File: config.mk
export PLATFORM = sky130hd
export DESIGN_NAME = slmd_decoder
export DESIGN_NICKNAME = d
export VERILOG_FILES = /design/src/logic/slmd_pkg.sv /design/src/logic/slmd_decoder.sv /design/src/logic/slmd_tx.sv
export SDC_FILE = /design/constraint.sdc
export NUM_CORES = 1
export LEC_CHECK = 0
export BUFFER_PORTS_ARGS = -buffer_cell sky130_fd_sc_hd__clkbuf_2
export CORE_MARGIN = 4
export CORE_UTILIZATION = 45
export CTS_BUF_LIST = sky130_fd_sc_hd__clkbuf_16
export DETAILED_ROUTE_END_ITERATION = 8
export HOLD_SLACK_MARGIN = 0.15
export PLACE_DENSITY = 0.63
export SETUP_SLACK_MARGIN = 0.5
export SLEW_MARGIN = 40
export SYNTH_ARGS = -nofsm -noshare
export SYNTH_HDL_FRONTEND = slang
export SYNTH_SLANG_ARGS = --single-unit
File: constraint.sdc
create_clock -name clk_i -period 6.77 [get_ports clk_i]
set_input_delay 0.3385 -clock clk_i [delete_from_list [all_inputs] [get_ports clk_i]]
set_output_delay 0.3385 -clock clk_i [all_outputs]
set_load 0.005 [all_outputs]
File: src/logic/slmd_pkg.sv
// How it works
// - a falling mid-cell edge is a one, a rising mid-cell edge a zero
// - frames open with two zero bits that mark the start and the bit rate
// - then read/write bit, 4-bit target, 6-bit address, write data, 3-bit check
// - target bit at the die's identity position selects that die
// - all-zero target skips the identity test and acts as broadcast
// - identity is data strap as high bit and select strap as low bit
// - an accepted read is answered by a response frame on the open-drain line
// - every response carries identity and broadcast, abort, overrun, check flags
// - response identity is the strapped one, or zero when broadcast is set
// - broadcast is set for an all-zero target or while SPI mode is active
// - a missing expected edge after a recognised sync raises the abort flag
// - a command completed while a response is still sent raises overrun
// - a command with a wrong check code raises the check-code error flag
// - write and read are ignored until the access command has been seen
// - the access command is taken by every die whatever its target
// - access is a write to address all ones with data 0x62D2
// - a write to address all ones with other data ends communication mode
// - the read address selects the register sent in the response
// - every command ends in a 3-bit check code that is verified
// - check code x^3+x+1, preset 111, all bits after sync, msb first
// - response: sync, identity, four flags, 16 data bits, check code
// - error flags stay until reported in a response, then clear
// - with the disable bit set all supply-line activity is ignored
package slmd_pkg;

  localparam int unsigned CNT_W = 16;
  localparam logic [4:0] READ_BITS = 5'h0E;
  localparam logic [4:0] WRITE_BITS = 5'h1E;
  localparam logic [4:0] RESP_LAST = 5'h1A;
  localparam logic [15:0] HALF_MIN = 16'h0002;
  localparam logic [15:0] CNT_MAX = 16'hFFFF;
  localparam logic [5:0] ACCESS_ADDR = 6'h3F;
  localparam logic [15:0] ACCESS_KEY = 16'h62D2;
  localparam logic [2:0] CRC_PRESET = 3'h7;

  localparam logic [7:0] ADDR_CTRL = 8'h00;
  localparam logic [7:0] ADDR_STATUS = 8'h04;
  localparam int unsigned CTRL_DIS_BIT = 0;
  localparam int unsigned CTRL_SPI_BIT = 1;
  localparam logic CTRL_DIS_RST = 1'b0;
  localparam logic CTRL_SPI_RST = 1'b0;

  function automatic logic [2:0] crc_step(input logic [2:0] c,
                                          input logic d);
    logic f;
    f = c[2] ^ d;
    return {c[1], c[0] ^ f, f};
  endfunction : crc_step

  function automatic logic [2:0] crc_resp(input logic [21:0] d);
    logic [2:0] c;
    c = CRC_PRESET;
    for (int i = 21; i >= 0; i--) begin
      c = crc_step(c, d[i]);
    end
    return c;
  endfunction : crc_resp

endpackage : slmd_pkg

File: src/logic/slmd_decoder.sv
// Implementation choices: register access over Wishbone and the address map.
`timescale 1ns/1ps
module slmd_decoder (
  input wire logic clk_i,
  input wire logic rst_i,
  input wire logic supply_i,
  input wire logic strap_din_i,
  input wire logic strap_sel_i,
  input wire logic wb_cyc_i,
  input wire logic wb_stb_i,
  input wire logic wb_we_i,
  input wire logic [7:0] wb_adr_i,
  input wire logic [31:0] wb_dat_i,
  input wire logic [3:0] wb_sel_i,
  output logic [31:0] wb_dat_o,
  output logic wb_ack_o,
  output logic [5:0] reg_addr_o,
  output logic reg_rd_o,
  output logic reg_wr_o,
  output logic [15:0] reg_wdata_o,
  input wire logic [15:0] reg_rdata_i,
  output logic comm_mode_o,
  output logic resp_o,
  output logic resp_oe_o
);

  typedef enum logic [2:0] {
    RX_IDLE,
    RX_HALF,
    RX_B1,
    RX_M1,
    RX_BITS
  } slmd_rx_t;

  typedef struct packed {
    slmd_rx_t rx;
    logic sup_q1;
    logic sup_q2;
    logic sup_prev;
    logic din_q1;
    logic din_q2;
    logic sel_q1;
    logic sel_q2;
    logic [15:0] cnt;
    logic [15:0] half;
    logic [29:0] sh;
    logic [4:0] nbits;
    logic [2:0] crc;
    logic comm;
    logic ab;
    logic ov;
    logic ce;
    logic rd_pend;
    logic rd_bc;
    logic [5:0] reg_addr;
    logic reg_rd;
    logic reg_wr;
    logic [15:0] wdata;
    logic tx_start;
    logic [26:0] tx_word;
    logic ctrl_dis;
    logic ctrl_spi;
    logic wb_ack;
    logic [31:0] wb_dat;
  } slmd_st_t;

  slmd_st_t st_r;
  slmd_st_t st_nxt;

  logic line;
  logic fall;
  logic rise;
  logic edge_any;
  logic [1:0] id;
  logic [15:0] cnt_inc;
  logic [17:0] lo_lim;
  logic [17:0] hi_lim;
  logic [17:0] cnt_w;
  logic in_win;
  logic cnt_to;
  logic is_rd;
  logic is_wr;
  logic finish;
  logic crc_ok;
  logic [3:0] tgt;
  logic [5:0] addr;
  logic [15:0] data;
  logic sel_hit;
  logic bc;
  logic tx_busy;
  logic [21:0] payload;

  // only the second stage of each synchroniser is looked at
  assign line = st_r.sup_q2;
  assign fall = st_r.sup_prev & ~line;
  assign rise = ~st_r.sup_prev & line;
  assign edge_any = fall | rise;
  assign id = {st_r.din_q2, st_r.sel_q2};

  assign cnt_inc = (st_r.cnt == slmd_pkg::CNT_MAX) ? st_r.cnt :
                   st_r.cnt + 16'h0001;
  // cell-boundary edges fall before 3/2 half-periods and are skipped
  assign lo_lim = {2'b00, st_r.half} + {3'b000, st_r.half[15:1]};
  assign hi_lim = {1'b0, st_r.half, 1'b0} + {3'b000, st_r.half[15:1]};
  assign cnt_w = {2'b00, st_r.cnt};
  assign in_win = (cnt_w >= lo_lim) && (cnt_w <= hi_lim);
  assign cnt_to = cnt_w > hi_lim;

  assign is_rd = (st_r.nbits == slmd_pkg::READ_BITS) && st_r.sh[13];
  assign is_wr = (st_r.nbits == slmd_pkg::WRITE_BITS) && !st_r.sh[29];
  assign finish = (st_r.rx == RX_BITS) && (is_rd || is_wr) &&
                  (st_r.cnt == st_r.half);
  assign crc_ok = st_r.crc == st_r.sh[2:0];
  assign tgt = is_rd ? st_r.sh[12:9] : st_r.sh[28:25];
  assign addr = is_rd ? st_r.sh[8:3] : st_r.sh[24:19];
  assign data = st_r.sh[18:3];
  assign sel_hit = (tgt == 4'h0) || tgt[id];
  assign bc = (tgt == 4'h0) || st_r.ctrl_spi;

  assign payload = {(st_r.rd_bc ? 2'b00 : id), st_r.rd_bc,
                    st_r.ab, st_r.ov, st_r.ce, reg_rdata_i};

  always_comb begin
    st_nxt = st_r;
    st_nxt.reg_rd = 1'b0;
    st_nxt.reg_wr = 1'b0;
    st_nxt.tx_start = 1'b0;
    st_nxt.wb_ack = 1'b0;
    st_nxt.sup_q1 = supply_i;
    st_nxt.sup_q2 = st_r.sup_q1;
    st_nxt.sup_prev = st_r.sup_q2;
    st_nxt.din_q1 = strap_din_i;
    st_nxt.din_q2 = st_r.din_q1;
    st_nxt.sel_q1 = strap_sel_i;
    st_nxt.sel_q2 = st_r.sel_q1;

    // register data arrives one cycle after the read strobe, so the
    // response is loaded only once the strobe has dropped
    if (st_r.rd_pend && !st_r.reg_rd) begin
      st_nxt.rd_pend = 1'b0;
      st_nxt.tx_start = 1'b1;
      st_nxt.tx_word = {2'b00, payload, slmd_pkg::crc_resp(payload)};
      // flags go out in this response; later events below still set them
      st_nxt.ab = 1'b0;
      st_nxt.ov = 1'b0;
      st_nxt.ce = 1'b0;
    end

    case (st_r.rx)
      RX_IDLE: begin
        st_nxt.cnt = 16'h0000;
        if (fall) begin
          st_nxt.rx = RX_HALF;
        end
      end
      RX_HALF: begin
        st_nxt.cnt = cnt_inc;
        if (rise) begin
          st_nxt.half = st_r.cnt + 16'h0001;
          st_nxt.cnt = 16'h0000;
          st_nxt.rx = (st_r.cnt >= slmd_pkg::HALF_MIN) ? RX_B1 : RX_IDLE;
        end else if (st_r.cnt == slmd_pkg::CNT_MAX) begin
          st_nxt.rx = RX_IDLE;
        end
      end
      RX_B1: begin
        st_nxt.cnt = cnt_inc;
        if (fall) begin
          st_nxt.cnt = 16'h0000;
          st_nxt.rx = RX_M1;
        end else if (cnt_to) begin
          st_nxt.rx = RX_IDLE;
        end
      end
      RX_M1: begin
        st_nxt.cnt = cnt_inc;
        if (rise) begin
          st_nxt.cnt = 16'h0000;
          st_nxt.nbits = 5'h00;
          st_nxt.crc = slmd_pkg::CRC_PRESET;
          st_nxt.sh = '0;
          st_nxt.rx = RX_BITS;
        end else if (fall || cnt_to) begin
          st_nxt.rx = RX_IDLE;
        end
      end
      RX_BITS: begin
        st_nxt.cnt = cnt_inc;
        if (finish) begin
          st_nxt.rx = RX_IDLE;
          if (tx_busy || st_r.rd_pend || st_r.tx_start) begin
            st_nxt.ov = 1'b1;
          end
          if (!crc_ok) begin
            st_nxt.ce = 1'b1;
          end else if (is_wr && addr == slmd_pkg::ACCESS_ADDR) begin
            st_nxt.comm = (data == slmd_pkg::ACCESS_KEY);
          end else if (st_r.comm && sel_hit) begin
            st_nxt.reg_addr = addr;
            if (is_wr) begin
              st_nxt.reg_wr = 1'b1;
              st_nxt.wdata = data;
            end else if (!(tx_busy || st_r.rd_pend || st_r.tx_start)) begin
              st_nxt.reg_rd = 1'b1;
              st_nxt.rd_pend = 1'b1;
              st_nxt.rd_bc = bc;
            end
          end
        end else if (edge_any && in_win) begin
          st_nxt.sh = {st_r.sh[28:0], fall};
          st_nxt.nbits = st_r.nbits + 5'h01;
          st_nxt.cnt = 16'h0000;
          if (st_r.nbits >= 5'h03) begin
            st_nxt.crc = slmd_pkg::crc_step(st_r.crc, st_r.sh[2]);
          end
          if (st_r.nbits == slmd_pkg::WRITE_BITS) begin
            st_nxt.ab = 1'b1;
            st_nxt.rx = RX_IDLE;
          end
        end else if (cnt_to) begin
          st_nxt.ab = 1'b1;
          st_nxt.rx = RX_IDLE;
        end
      end
      default: begin
        st_nxt.rx = RX_IDLE;
      end
    endcase

    if (st_r.ctrl_dis) begin
      st_nxt.rx = RX_IDLE;
    end

    if (wb_cyc_i && wb_stb_i && !st_r.wb_ack) begin
      st_nxt.wb_ack = 1'b1;
      st_nxt.wb_dat = 32'h0000_0000;
      if (wb_we_i) begin
        if (wb_adr_i == slmd_pkg::ADDR_CTRL && wb_sel_i[0]) begin
          st_nxt.ctrl_dis = wb_dat_i[slmd_pkg::CTRL_DIS_BIT];
          st_nxt.ctrl_spi = wb_dat_i[slmd_pkg::CTRL_SPI_BIT];
        end
      end else begin
        case (wb_adr_i)
          slmd_pkg::ADDR_CTRL: begin
            st_nxt.wb_dat[slmd_pkg::CTRL_DIS_BIT] = st_r.ctrl_dis;
            st_nxt.wb_dat[slmd_pkg::CTRL_SPI_BIT] = st_r.ctrl_spi;
          end
          slmd_pkg::ADDR_STATUS: begin
            st_nxt.wb_dat[6:0] = {id, tx_busy, st_r.ce, st_r.ov,
                                  st_r.ab, st_r.comm};
          end
          default: begin
            st_nxt.wb_dat = 32'h0000_0000;
          end
        endcase
      end
    end
  end

  always_ff @(posedge clk_i) begin
    if (rst_i) begin
      st_r <= '0;
      st_r.ctrl_dis <= slmd_pkg::CTRL_DIS_RST;
      st_r.ctrl_spi <= slmd_pkg::CTRL_SPI_RST;
    end else begin
      st_r <= st_nxt;
    end
  end

  logic tx_pull;

  // one frame in flight; a read that lands mid-response only flags overrun
  slmd_tx u_tx (
    .clk_i(clk_i),
    .rst_i(rst_i),
    .start_i(st_r.tx_start),
    .half_i(st_r.half),
    .word_i(st_r.tx_word),
    .busy_o(tx_busy),
    .pull_low_o(tx_pull)
  );

  assign wb_dat_o = st_r.wb_dat;
  assign wb_ack_o = st_r.wb_ack;
  assign reg_addr_o = st_r.reg_addr;
  assign reg_rd_o = st_r.reg_rd;
  assign reg_wr_o = st_r.reg_wr;
  assign reg_wdata_o = st_r.wdata;
  assign comm_mode_o = st_r.comm;
  assign resp_o = 1'b0;
  assign resp_oe_o = tx_pull;
endmodule : slmd_decoder

File: src/logic/slmd_tx.sv
`timescale 1ns/1ps
module slmd_tx (
  input wire logic clk_i,
  input wire logic rst_i,
  input wire logic start_i,
  input wire logic [15:0] half_i,
  input wire logic [26:0] word_i,
  output logic busy_o,
  output logic pull_low_o
);

  typedef struct packed {
    logic busy;
    logic phase;
    logic [4:0] nbit;
    logic [15:0] cnt;
    logic [15:0] half;
    logic [26:0] sh;
    logic drv;
  } slmd_tx_st_t;

  slmd_tx_st_t st_r;
  slmd_tx_st_t st_nxt;

  always_comb begin
    st_nxt = st_r;
    if (start_i && !st_r.busy) begin
      st_nxt.busy = 1'b1;
      st_nxt.phase = 1'b0;
      st_nxt.nbit = 5'h00;
      st_nxt.cnt = 16'h0000;
      st_nxt.half = half_i;
      st_nxt.sh = word_i;
    end else if (st_r.busy) begin
      if (st_r.cnt + 16'h0001 >= st_r.half) begin
        st_nxt.cnt = 16'h0000;
        st_nxt.phase = ~st_r.phase;
        if (st_r.phase) begin
          st_nxt.sh = {st_r.sh[25:0], 1'b0};
          st_nxt.nbit = st_r.nbit + 5'h01;
          if (st_r.nbit == slmd_pkg::RESP_LAST) begin
            st_nxt.busy = 1'b0;
          end
        end
      end else begin
        st_nxt.cnt = st_r.cnt + 16'h0001;
      end
    end
    // one: high then low, zero: low then high; released line reads high
    st_nxt.drv = st_nxt.busy & ~(st_nxt.sh[26] ^ st_nxt.phase);
  end

  always_ff @(posedge clk_i) begin
    if (rst_i) begin
      st_r <= '0;
    end else begin
      st_r <= st_nxt;
    end
  end

  assign busy_o = st_r.busy;
  assign pull_low_o = st_r.drv;
endmodule : slmd_tx

==> impl_metrics.json <==
{
  "cp-end-kind": "flop",
  "ir_worst_vdd_mv": 0.240,
  "pin_count": 128,
  "slew_headroom_pct": 45.3,
  "slew_violations": 0,
  "cpLargestDelayFamily": "compound AO/OA/AOI/OAI gates",
  "cts_made_buffers": 23,
  "r2r-end": "cnt_w[0]",
  "synth_edf_count": 0,
  "required_ns": 7.20,
  "grt_util_met2_pct": 31.3,
  "drv_cap": 0,
  "dieHeight_um": 173,
  "grt_pass1_wl_mm": 47.4,
  "path_buf_inv": 1,
  "wirelength_mm": 29.1,
  "grt_start_max_net_pins": 78,
  "whs_endpoint": "st_r[33]",
  "ant_nets": 0,
  "finalCritPeriodShare_pct": 83.4,
  "drtIter0Drc": 606,
  "use_met3_pct": 2.86,
  "initial_utilization_pct": 45.7,
  "path_cells": "ha_1, fa_1, a21o_1, a21oi_1, o21ai_0, o311ai_0, a21boi_0, o21a_1, or2_2, ha_1, nand4_1, a2111o_1, o211a_1, a2111oi_0, o211ai_1, buf_4, a31o_2, or3_1, o21ai_0",
  "rr_startpoint": "st_r[133]",
  "utilization_pct": 50.2,
  "synth-seq-area-share_pct": 34.6,
  "critical_path_class": "flop to flop",
  "rsz0062_at_grt": "false",
  "multi_input_area_um2": 7300,
  "post_cts_buffers": 0,
  "whs_path_depth": 4,
  "fin_crit_ns": 5.64,
  "finalHoldViolCount": 0,
  "finalSetupTns_ns": 0,
  "post-dp-hpwl_mm": 20.0,
  "synth_cell_type_count": 70,
  "worstPathArrival_ns": 6.07,
  "final_cells": 1860,
  "finClkSkew_ns": 0.0184,
  "use_met1_pct": 24.3,
  "dieArea_um2": 30100,
  "busiest_layer": "met2",
  "worstRegToRegCells": 19,
  "nNetsFinal": 1661,
  "synthCells": 1479,
  "area_growth_pct": 9.80,
  "power_leakage_nw": 5.69,
  "gp_congestion": 0.823,
  "syn_area_um2": 12300,
  "clk_pin_slew_ns": 0.06,
  "clock_sink_count": 213,
  "avgRoutedWirePerCell_um": 15.7,
  "dr_total_vias": 10200,
  "cts_buffer_depth": 3,
  "grt_usage_pct": 18.3,
  "syn_area_per_cell_um2": 8.33,
  "seq_area_um2": 4260,
  "first_global_vias": 9509,
  "placed_cells": 1794,
  "drc": 0,
  "p_per_area_nw_per_um2": 207,
  "h-tree-depth": 1,
  "antennaDiodeCount": 0,
  "fp.coreArea_um2": 27000,
  "ys.flop_type": "dfxtp_1",
  "outcome": "completed",
  "cp_slowest_cell": "o311ai_0",
  "start_kind": "flop",
  "dr.pass1.iters": 5,
  "max_freq_ghz": 0.177,
  "grt_overflow": 0,
  "die_x_um": 173,
  "n_fill_cell": 2583,
  "io_buffers": 68,
  "setup-violations-final": 0,
  "slowest_delay_ns": 0.51,
  "cts_tree": "done",
  "worstHoldStart": "wb_sel_i[0]",
  "power_mw": 2.80,
  "async_flop_share_pct": 0,
  "fp-row-count": 60,
  "tightest_slew_ns": 0.814,
  "antenna_found_initial": 0,
  "reg2reg_slack_ns": 1.13,
  "root_buffer": "clkbuf_16",
  "drive_above_1_share_pct": 9.48,
  "viasPerCell": 5.47,
  "yosys_warnings": 0,
  "critical_path.max_fanout": 17,
  "hp-class": "input port to flop",
  "clk_latency_ns": 0.51,
  "hold_slack_ns": 0.248,
  "ys_seq_elements": 213
}
[how the worst max path moves through the flow]
stage / from / to / slack [ns] / cells past startpoint
floorplan: st_r[133] / data[10] / 1.75 / 20
global placement: st_r[133] / cnt_w[0] / 1.19 / 19
detailed placement: st_r[133] / cnt_w[0] / 1.17 / 19
CTS: st_r[133] / cnt_w[0] / 1.10 / 19
global route: st_r[133] / cnt_w[0] / 0.61 / 19
finish: st_r[133] / cnt_w[0] / 1.13 / 19
[state kept, by name, summed over array words and instances (netlist names), 3 cells and up]
name and count:
wb_dat_o 7, cnt_w 16, data 16, u_tx.st_r 65, payload 4, reg_wdata_o 16
reg_addr_o 6, st_r 71, st_nxt 3
[repair_timing]
action / CTS / global route
resized for setup: 0 / 0
hold buffers: 24 / 0
hold endpoints to repair: 23 / 0
[where the power goes]
group          leakage [nW]  switching (mW)  total [mW]  internal (mW)
registers              1.72          0.0223        1.29           1.26
logic                  3.61           0.175       0.312          0.137
clock network         0.369           0.504        1.20          0.695
total                  5.69           0.701        2.80           2.10
[metal layers]
layer / vias to the layer above / wire length, µm
met4: 0 / 626
met3: 54 / 1300
met2: 203 / 13800
li1: 5167 / -
met1: 4750 / 13400
met5: - / 0
[cell families (layout without fill, tap and decap cells)]
| family | count (synthesis) | after routing | synth area share (%) |
|---|---|---|---|
| other | 1 | 26 | 0.0304 |
| XOR/XNOR | 103 | 103 | 7.32 |
| adder cells (fa/ha/maj) | 91 | 91 | 9.36 |
| AO/OA/AOI/OAI | 326 | 326 | 16.3 |
| multiplexers | 70 | 70 | 5.86 |
| flip-flops | 213 | 213 | 34.6 |
| buffers and inverters | 168 | 183 | 7.22 |
| AND/OR/NAND/NOR | 507 | 507 | 19.3 |
[area by class of cell]
type | count | share of cell area [%]
timing repair buffer | 103 | 5.01
multi-input combinational | 1123 | 54.0
tap | 341 | 3.15
clock buffer | 23 | 4.25
clock inverter | 19 | 1.04
sequential | 213 | 31.5
inverter | 38 | 1.05
[worst min-delay path: stages]
cell and delay (ns):
clkbuf_2 0.08, nand3_1 0.14, mux2i_1 0.09, nor2_1 0.07
[cells in the mapped netlist, types with 26 or more instances]
library cell  count  area [µm²]
a211oi_1         26         195
a21oi_1         123         616
a22oi_1          32         240
buf_4            58         435
clkbuf_1         55         206
dfxtp_1         213        4260
ha_1             89        1110
inv_1            38         143
mux2i_1          62         621
nand2_1         166         623
nand3_1          41         205
nor2_1          151         567
o21ai_0          62         310
xnor2_1          49         429
xor2_1           54         473
[cells in the final DEF, fill, tap and decap left out, drive strengths merged, types with 13 or more instances in the layout]
master / count
a21o: 13
nor2: 151
conb: 26
nand4: 13
dlygate4sd3: 24
xnor2: 49
o21ai: 62
nor3: 23
clkinv: 13
nor2b: 20
a21oi: 123
and3: 21
nand2b: 17
mux2i: 62
a211oi: 26
ha: 89
inv: 42
xor2: 54
a22oi: 32
nand2: 167
o22ai: 13
dfxtp: 213
nand3: 42
clkbuf: 90
[through the flow]
step | worst slack [ns] | area [µm²]
2_1_floorplan | 1.75 | 12400
3_3_place_gp | 1.19 | 12600
3_5_place_dp | 1.17 | 12600
4_1_cts | 1.10 | 13500
5_1_grt | 0.608 | 13500
6_report | 1.13 | 13500
Note: power is estimated with default switching activity, not from simulation.
